[config.mk]
export PLATFORM = sky130hd
export DESIGN_NAME = ebt_timer
export DESIGN_NICKNAME = d
export VERILOG_FILES = /design/src/ebt_pkg.sv /design/src/ebt_timer.sv /design/src/ebt_prescaler.sv
export VERILOG_INCLUDE_DIRS = /design/src
export SDC_FILE = /design/constraint.sdc
export NUM_CORES = 1
export LEC_CHECK = 0
export BUFFER_PORTS_ARGS = -buffer_cell sky130_fd_sc_hd__buf_2
export CAP_MARGIN = 20
export CORE_MARGIN = 2
export CORE_UTILIZATION = 40
export CTS_CLUSTER_DIAMETER = 30
export CTS_CLUSTER_SIZE = 16
export DETAILED_ROUTE_END_ITERATION = 7
export GPL_ROUTABILITY_DRIVEN = 0
export MAX_ROUTING_LAYER = met4
export RECOVER_POWER = 50
export SLEW_MARGIN = 20
export SYNTH_ARGS = -nofsm -noshare
export SYNTH_HDL_FRONTEND = slang
export SYNTH_SLANG_ARGS = --single-unit
[constraint.sdc]
create_clock -name i_clk -period 2.2 [get_ports i_clk]
set_input_delay 0.22 -clock i_clk [delete_from_list [all_inputs] [get_ports i_clk]]
set_output_delay 0.22 -clock i_clk [all_outputs]
set_load 0.01 [all_outputs]
[src/ebt_defines.svh]
// Summary of operation
// - Clear source select: count instruction cycles
// - Count write holds value two cycles
// - Set source select: count external edges
// - Edge select zero rising, one falling
// - Assignment bit routes prescaler counter or watchdog
// - Prescaler count hidden and not loadable
// - Ratios 1:2 up to 1:256
// - Rollover FFh to 00h sets overflow flag
// - Enable bit masks request, flag still sets
// - Flag stays until software clears it
// - Sleep stops counting entirely
// - Unassigned prescaler: pin feeds synchroniser directly
// - Sample prescaler output on phases two, four
// - Ripple divider symmetric; source period limit
// - Counter updates after synchroniser captures edge
`ifndef EBT_DEFINES_SVH
`define EBT_DEFINES_SVH
`define EBT_COUNT_RESET    8'h00
`define EBT_COUNT_MAX      8'hFF
`define EBT_PRESCALE_RESET 8'h00
`define EBT_PHASES         4
`define EBT_PHASE_SECOND   2'h1
`define EBT_PHASE_FOURTH   2'h2
`define EBT_WRITE_HOLD     2'h2
`endif

[src/ebt_pkg.sv]
package ebt_pkg;
    typedef logic [7:0] ebt_count_t;
    typedef logic [2:0] ebt_ratio_t;
    typedef enum logic [1:0] {
        EBT_PH1 = 2'h0,
        EBT_PH2 = 2'h1,
        EBT_PH3 = 2'h3,
        EBT_PH4 = 2'h2
    } ebt_phase_e;
endpackage : ebt_pkg

[src/ebt_timer.sv]
`timescale 1ns/1ps
`include "ebt_defines.svh"
module ebt_timer #(
    parameter int PHASES = `EBT_PHASES
) (
    // Clock and reset
    input  wire logic               i_clk,
    input  wire logic               i_reset,
    // Configuration bits
    input  wire logic               i_clock_source_select,
    input  wire logic               i_source_edge_select,
    input  wire logic               i_prescaler_assignment,
    input  wire ebt_pkg::ebt_ratio_t i_prescale_select,
    input  wire logic               i_overflow_irq_enable,
    input  wire logic               i_sleep,
    // External count pin
    input  wire logic               i_external_count_input,
    // Count register access
    input  wire logic               i_count_write,
    input  wire ebt_pkg::ebt_count_t i_count_wdata,
    input  wire logic               i_flag_clear,
    // Watchdog prescaler share
    input  wire logic               i_watchdog_tick,
    output logic                    o_watchdog_tick,
    // Status
    output ebt_pkg::ebt_count_t     o_count_register,
    output logic                    o_overflow_flag,
    output logic                    o_overflow_irq
);
    import ebt_pkg::*;

    //--------------------------------------------------
    // State
    //--------------------------------------------------
    typedef struct packed {
        ebt_phase_e phase;
        logic [7:0] count;
        logic       flag;
        logic [1:0] hold;
        logic       pin_d;
        logic       smp;
        logic       rise_pend;
        logic       sync_d;
        logic       wd_d;
        logic       wd_tick;
    } ebt_state_s;
    ebt_state_s state;
    ebt_state_s next_state;

    logic pre_div;
    logic pre_src_tick;
    logic pin_edge;
    logic sync_src;
    logic inc_en;
    logic inc;
    logic wrap;
    logic instr_tick;
    logic src_rise;

    //--------------------------------------------------
    // Shared prescaler
    //--------------------------------------------------
    // Edge on chosen polarity
    assign pin_edge = i_source_edge_select
                    ? (state.pin_d & ~i_external_count_input)
                    : (~state.pin_d & i_external_count_input);
    // Phase four ends a cycle; none in sleep, so hold cannot run down
    assign instr_tick = (state.phase == EBT_PH4) & ~i_sleep;
    // Prescaler input: watchdog or count source
    assign pre_src_tick = i_prescaler_assignment ? i_watchdog_tick
                        : (i_clock_source_select ? pin_edge : instr_tick);

    ebt_prescaler u_pre (
        .i_clk   (i_clk),
        .i_reset (i_reset),
        .i_tick  (pre_src_tick & ~i_sleep),
        .i_ratio (i_prescale_select),
        .o_div   (pre_div)
    );

    // Pin direct when prescaler given away
    assign sync_src = i_prescaler_assignment
                    ? (i_external_count_input ^ i_source_edge_select) : pre_div;

    //--------------------------------------------------
    // Synchroniser
    //--------------------------------------------------
    // Rise between two samples; two-clock levels cannot slip
    assign src_rise = sync_src & ~state.smp;

    //--------------------------------------------------
    // Increment decision
    //--------------------------------------------------
    // A write wins over an increment in the same cycle
    assign inc_en = ~i_sleep & (state.hold == 2'h0) & ~i_count_write;
    // At most one step per instruction cycle in every mode
    always_comb begin
        if (i_clock_source_select) begin
            inc = instr_tick & state.rise_pend;
        end else if (i_prescaler_assignment) begin
            inc = instr_tick;
        end else begin
            inc = instr_tick & pre_div & ~state.sync_d;
        end
    end
    assign wrap = inc_en & inc & (state.count == `EBT_COUNT_MAX);

    //--------------------------------------------------
    // Next state
    //--------------------------------------------------
    always_comb begin
        next_state = state;
        next_state.phase = state.phase;
        if (!i_sleep) begin
            case (state.phase)
                EBT_PH1: next_state.phase = EBT_PH2;
                EBT_PH2: next_state.phase = EBT_PH3;
                EBT_PH3: next_state.phase = EBT_PH4;
                default: next_state.phase = EBT_PH1;
            endcase
        end
        next_state.pin_d = i_external_count_input;
        // Sample source on phases two and four
        if (!i_sleep && state.phase == EBT_PH2) begin
            next_state.smp       = sync_src;
            next_state.rise_pend = state.rise_pend | src_rise;
        end
        // Phase four hands the captured rise to the counter
        if (instr_tick) begin
            next_state.smp       = sync_src;
            next_state.rise_pend = src_rise;
        end
        if (!i_clock_source_select && !i_prescaler_assignment && instr_tick) begin
            next_state.sync_d = pre_div;
        end
        // Write inhibit for two instruction cycles
        // A second write restarts a running hold
        if (i_count_write) begin
            next_state.count = i_count_wdata;
            next_state.hold = `EBT_WRITE_HOLD;
        end else begin
            if (instr_tick && state.hold != 2'h0) begin
                next_state.hold = state.hold - 2'h1;
            end
            if (inc_en && inc) begin
                next_state.count = state.count + 8'h01;
            end
        end
        // Set beats clear; only software clears
        if (wrap) begin
            next_state.flag = 1'b1;
        end else if (i_flag_clear) begin
            next_state.flag = 1'b0;
        end
        // Watchdog strobe on each rise of the divided level while the prescaler is assigned
        next_state.wd_d = pre_div;
        next_state.wd_tick = i_prescaler_assignment & pre_div & ~state.wd_d;
    end

    always_ff @(posedge i_clk or posedge i_reset) begin
        if (i_reset) begin
            state <= '0;
        end else begin
            state <= next_state;
        end
    end

    //--------------------------------------------------
    // Outputs
    //--------------------------------------------------
    assign o_count_register = state.count;
    assign o_overflow_flag  = state.flag;
    assign o_overflow_irq   = state.flag & i_overflow_irq_enable;
    assign o_watchdog_tick  = state.wd_tick;

    //--------------------------------------------------
    // Assertions
    //--------------------------------------------------
    property p_wrap_sets;
        @(posedge i_clk) disable iff (i_reset)
        wrap |=> o_overflow_flag && o_count_register == 8'h00;
    endproperty
    a_wrap_sets: assert property (p_wrap_sets) else $error("flag not set");

    property p_flag_sticky;
        @(posedge i_clk) disable iff (i_reset)
        o_overflow_flag && !i_flag_clear |=> o_overflow_flag;
    endproperty
    a_flag_sticky: assert property (p_flag_sticky) else $error("flag lost");

    property p_irq_mask;
        @(posedge i_clk) disable iff (i_reset)
        o_overflow_irq == (o_overflow_flag && i_overflow_irq_enable);
    endproperty
    a_irq_mask: assert property (p_irq_mask) else $error("irq gate wrong");

    property p_write_hold;
        @(posedge i_clk) disable iff (i_reset)
        i_count_write ##1 (!i_count_write)[*4] |-> $stable(o_count_register);
    endproperty
    a_write_hold: assert property (p_write_hold) else $error("write hold");

    property p_sleep_stop;
        @(posedge i_clk) disable iff (i_reset)
        i_sleep && !i_count_write |=> $stable(o_count_register);
    endproperty
    a_sleep_stop: assert property (p_sleep_stop) else $error("count in sleep");

    property p_timer_rate;
        @(posedge i_clk) disable iff (i_reset)
        !i_clock_source_select && i_prescaler_assignment && !i_sleep
        && !i_count_write && state.hold == 2'h0 && instr_tick
        |=> o_count_register == $past(o_count_register) + 8'h01;
    endproperty
    a_timer_rate: assert property (p_timer_rate) else $error("timer rate");

    property p_only_step;
        @(posedge i_clk) disable iff (i_reset)
        !i_count_write |=> o_count_register == $past(o_count_register)
        || o_count_register == $past(o_count_register) + 8'h01;
    endproperty
    a_only_step: assert property (p_only_step) else $error("bad step");

    property p_ext_sync;
        @(posedge i_clk) disable iff (i_reset)
        $past(i_clock_source_select) && !$past(i_count_write)
        && o_count_register != $past(o_count_register) |-> $past(state.rise_pend);
    endproperty
    a_ext_sync: assert property (p_ext_sync) else $error("unsynced");

    // Count register, write hold and sleep checks
    property p_write_load;
        @(posedge i_clk) disable iff (i_reset)
        i_count_write |=> o_count_register == $past(i_count_wdata)
        && state.hold == `EBT_WRITE_HOLD;
    endproperty
    a_write_load: assert property (p_write_load) else $error("write not loaded");

    property p_hold_max;
        @(posedge i_clk) disable iff (i_reset)
        state.hold <= `EBT_WRITE_HOLD;
    endproperty
    a_hold_max: assert property (p_hold_max) else $error("hold overrun");

    property p_tick_only;
        @(posedge i_clk) disable iff (i_reset)
        !i_count_write && !instr_tick |=> $stable(o_count_register);
    endproperty
    a_tick_only: assert property (p_tick_only) else $error("count off tick");

    property p_pend_count;
        @(posedge i_clk) disable iff (i_reset)
        i_clock_source_select && inc_en && instr_tick && state.rise_pend
        |=> o_count_register == $past(o_count_register) + 8'h01;
    endproperty
    a_pend_count: assert property (p_pend_count) else $error("edge lost");

    property p_prescaled_step;
        @(posedge i_clk) disable iff (i_reset)
        !i_clock_source_select && !i_prescaler_assignment && inc_en && instr_tick
        && pre_div && !state.sync_d |=> o_count_register == $past(o_count_register) + 8'h01;
    endproperty
    a_prescaled_step: assert property (p_prescaled_step) else $error("ratio step");

    property p_sleep_phase;
        @(posedge i_clk) disable iff (i_reset)
        i_sleep |=> $stable(state.phase);
    endproperty
    a_sleep_phase: assert property (p_sleep_phase) else $error("phase in sleep");

    property p_sleep_flag;
        @(posedge i_clk) disable iff (i_reset)
        i_sleep && !i_flag_clear |=> $stable(o_overflow_flag);
    endproperty
    a_sleep_flag: assert property (p_sleep_flag) else $error("flag in sleep");

    // Flag and request checks
    property p_flag_rise;
        @(posedge i_clk) disable iff (i_reset)
        $rose(o_overflow_flag) |-> $past(wrap);
    endproperty
    a_flag_rise: assert property (p_flag_rise) else $error("flag without wrap");

    property p_flag_clear;
        @(posedge i_clk) disable iff (i_reset)
        i_flag_clear && !wrap |=> !o_overflow_flag;
    endproperty
    a_flag_clear: assert property (p_flag_clear) else $error("clear ignored");

    property p_irq_off;
        @(posedge i_clk) disable iff (i_reset)
        !i_overflow_irq_enable |-> !o_overflow_irq;
    endproperty
    a_irq_off: assert property (p_irq_off) else $error("masked request");

    // Prescaler and synchroniser checks
    property p_wd_gate;
        @(posedge i_clk) disable iff (i_reset)
        !i_prescaler_assignment |=> !o_watchdog_tick;
    endproperty
    a_wd_gate: assert property (p_wd_gate) else $error("watchdog strobe");

    property p_sample_phase;
        @(posedge i_clk) disable iff (i_reset)
        (i_sleep || state.phase != EBT_PH2) && !instr_tick |=> $stable(state.smp);
    endproperty
    a_sample_phase: assert property (p_sample_phase) else $error("sample off phase");
endmodule : ebt_timer

[src/ebt_prescaler.sv]
`timescale 1ns/1ps
`include "ebt_defines.svh"
module ebt_prescaler (
    // Clock and reset
    input  wire logic              i_clk,
    input  wire logic              i_reset,
    // Count strobe and ratio
    input  wire logic              i_tick,
    input  wire ebt_pkg::ebt_ratio_t i_ratio,
    // Divided level
    output logic                   o_div
);
    import ebt_pkg::*;
    typedef struct packed {
        logic [7:0] cnt;
    } ebt_pre_s;
    ebt_pre_s state;
    ebt_pre_s next_state;

    // Hidden divide chain, no load path
    always_comb begin
        next_state = state;
        if (i_tick) begin
            next_state.cnt = state.cnt + 8'h01;
        end
    end

    always_ff @(posedge i_clk or posedge i_reset) begin
        if (i_reset) begin
            state.cnt <= `EBT_PRESCALE_RESET;
        end else begin
            state <= next_state;
        end
    end

    // Bit n gives symmetric divide by 2^(n+1)
    assign o_div = state.cnt[i_ratio];

    // Divide chain moves only on a strobe, never by a load
    property p_pre_hold;
        @(posedge i_clk) disable iff (i_reset)
        !i_tick |=> $stable(state.cnt);
    endproperty
    a_pre_hold: assert property (p_pre_hold) else $error("prescaler moved");
endmodule : ebt_prescaler

==> flow_summary.yaml <==
run_status:
  outcome: "finished, final reports clean"
timing:
  max_freq_mhz: 526
  rsz0062_at_grt: "no"
  fin_crit_sh: 0.864
  setup-violations-final: 0
  max_slew_margin: 0.347
  tns_ns: 0
  worst_pin_slew_ns: 0.980
  slew_viol_final: 0
  skew_ns: 0.00458
  final_hold_viol_count: 0
  layout_min_cycle_time_ns: 1.90
clock_tree:
  clk_path_buf_depth: 2
  clkLatencyLatePin_ns: 0.27
  numClockSinks: 27
  path_clk_slew_ns: 0.10
  h-tree-depth: 1
  cts_tree: "yes"
  numCtsBuffers: 3
  postCtsResizedCells: 0
  hold_buffers: 1
  cts_setup_buffers: 0
  root_buffer: "clkbuf_8"
drt:
  drc: 0
  antenna_left: 0
  drt_wl_total_mm: 3.72
  drt_iter0_drc: 53
  vias: 1423
  viasPerCell: 5.60
  dr.pass1.iters: 4
  post_drt_wl_per_cell_um: 14.6
layout:
  nNetsFinal: 230
  n_antenna_cell: 0
  area_growth_pct: 12.4
  drive_above_1_share: 0.172
  stdcell_count: 254
place:
  place.detailed.hpwl_mm: 2.89
  place.port_buffers: 32
  dp.cells: 249
pwr:
  power_density_mw_per_mm2: 751
  p_clk_frac: 0.207
  ir_drop_mv: 0.491
  intPower_mw: 0.907
  seq_power_share: 0.517
  pwr-share-comb: 0.276
  switching_share: 0.351
  p_switching_mw: 0.490
  p_leak_nw: 0.837
synth:
  avgSynthCellArea_um2: 9.40
  yosysWarningCount: 0
  yosysUniqueCellTypes: 46
  synth_top_cell_by_area: "dfrtp_1"
  synth_area_leaders: "dfrtp_1, nand2_1, buf_4, xor2_1, mux2i_1"
  synth_edf_count: 0
  synthCells: 176
  ys_ff_latch: 27
  synth_nets: 201
  synth_ff_type: "dfrtp_1"
  yosysSeqAreaShare: 0.408
  synth_area_mm2: 0.00165
  synthArstFlopShare: 1.00
  synth_top_area_frac: 0.408
  synth.most_common_cell: "dfrtp_1"
  synth_common_cells: "dfrtp_1, nand2_1, inv_1"
worst_setup_path:
  crit_chain: "nor3b_2, and3_1, nand4_1, and4_1, a211o_1"
  cp_max_fo: 7
  worstPathArrival_ns: 2.07
  crit_required_ns: 2.37
  critical_path.slowest_cell: "dfrtp_1"
  critPathKind: "flop to flop"
  crit_path_end_kind: "flop"
  start_kind: "flop"
  slowest_delay_ns: 0.47
die:
  num_rows: 23
  die_y_um: 68.3
  dieArea_mm2: 0.00467
  coreArea_mm2: 0.00400
  die_w_um: 68.3
  io_pins: 33
  start_util: 0.414
grt:
  track_usage: 0.194
  grt_pass1_wl_mm: 6.62
  antenna_found_initial: 0
  grt_max_degree: 20
  grt_overflow: 0
  grt_pass1_vias: 1428
worst_hold_path:
  hold_class: "input port to flop"
run:
  maxCapViolations: 0
==> sequential cells by signal, summed over array words and instances, names as in the netlist <==
register          cells
o_count_register      8
o_overflow_flag       1
o_watchdog_tick       1
state                 9
u_pre.state           8
==> cells by family (layout without fill, tap and decap cells) <==
| group | count (synthesis) | count (layout) | synth area share |
|---|---|---|---|
| flops | 27 | 27 | 0.408 |
| mux | 7 | 7 | 0.0446 |
| xor+xnor | 8 | 8 | 0.0424 |
| simple gates | 74 | 74 | 0.247 |
| fa+ha+maj | 3 | 3 | 0.0227 |
| buf+inv | 20 | 48 | 0.0635 |
| compound gates | 37 | 37 | 0.171 |
==> power groups by stage <==
stage               registers (mW)  logic (mW)  clock network, mW
floorplan                    0.698       0.301                  0
global placement             0.720       0.368                  0
detailed placement           0.728       0.393                  0
CTS                          0.718       0.395              0.299
global route                 0.742       0.440              0.330
finish                       0.722       0.385              0.289
==> path summary, 6_finish.rpt <==
check / endpoint / depth (start not counted) / start / slack [ns]
min in group asynchronous: o_overflow_flag / 3 / i_reset / 0.46
worst min register to register: o_watchdog_tick / 1 / state[1] / 0.41
worst max register to register: o_count_register[2] / 5 / state[18] / 0.30
worst min-delay path: state[5] / 1 / i_external_count_input / 0.1
max in group asynchronous: u_pre.state[4] / 4 / i_reset / 0.52
worst max-delay path: o_count_register[2] / 5 / state[18] / 0.30
==> worst max-delay path: cells and delay by family (launching register included) <==
| kind | cells | cell delay (ns) |
|---|---|---|
| compound gates | 1 | 0.22 |
| flops | 1 | 0.47 |
| simple gates | 4 | 1.10 |
==> per-layer routing <==
| layer | share of wire | vias to the layer above | global-route usage |
|---|---|---|---|
| met2 | 0.49 | 32 | 0.320 |
| met1 | 0.46 | 692 | 0.248 |
| met3 | 0.034 | 4 | 0.0296 |
| met5 | 0 | - | - |
| met4 | 0.010 | 0 | 0.0525 |
| li1 | - | 695 | - |
==> cells in the final DEF, fill, tap and decap left out, drive strengths merged, types with 6 or more instances in the layout <==
master and n:
a21oi 7, buf 23, clkbuf 15, dfrtp 27, inv 9, nand2 21
nand3 7, nor2 8, nor2b 6, nor3 7, xor2 6
==> per-stage QoR <==
step           power, mW  worst slack (ns)  hold WS [ns]  instance area, um^2  utilization
3_3_place_gp        1.09             0.386         0.218                 1820        0.455
4_1_cts             1.41             0.305        0.0850                 1880        0.469
5_1_grt             1.51             0.142        0.0961                 1860        0.465
2_1_floorplan      0.999             0.508         0.251                 1650            -
3_5_place_dp        1.12             0.325         0.231                 1820        0.455
6_report            1.40             0.299        0.0993                 1860        0.465
==> layout make-up <==
type,instances,area [um^2]
inverter,9,33.8
tap,50,62.6
fill,408,2140
sequential,27,676
timing repair buffer,35,169
multi-input combinational,129,873
clock buffer,4,45.0
(Power assumes the default switching activity.)
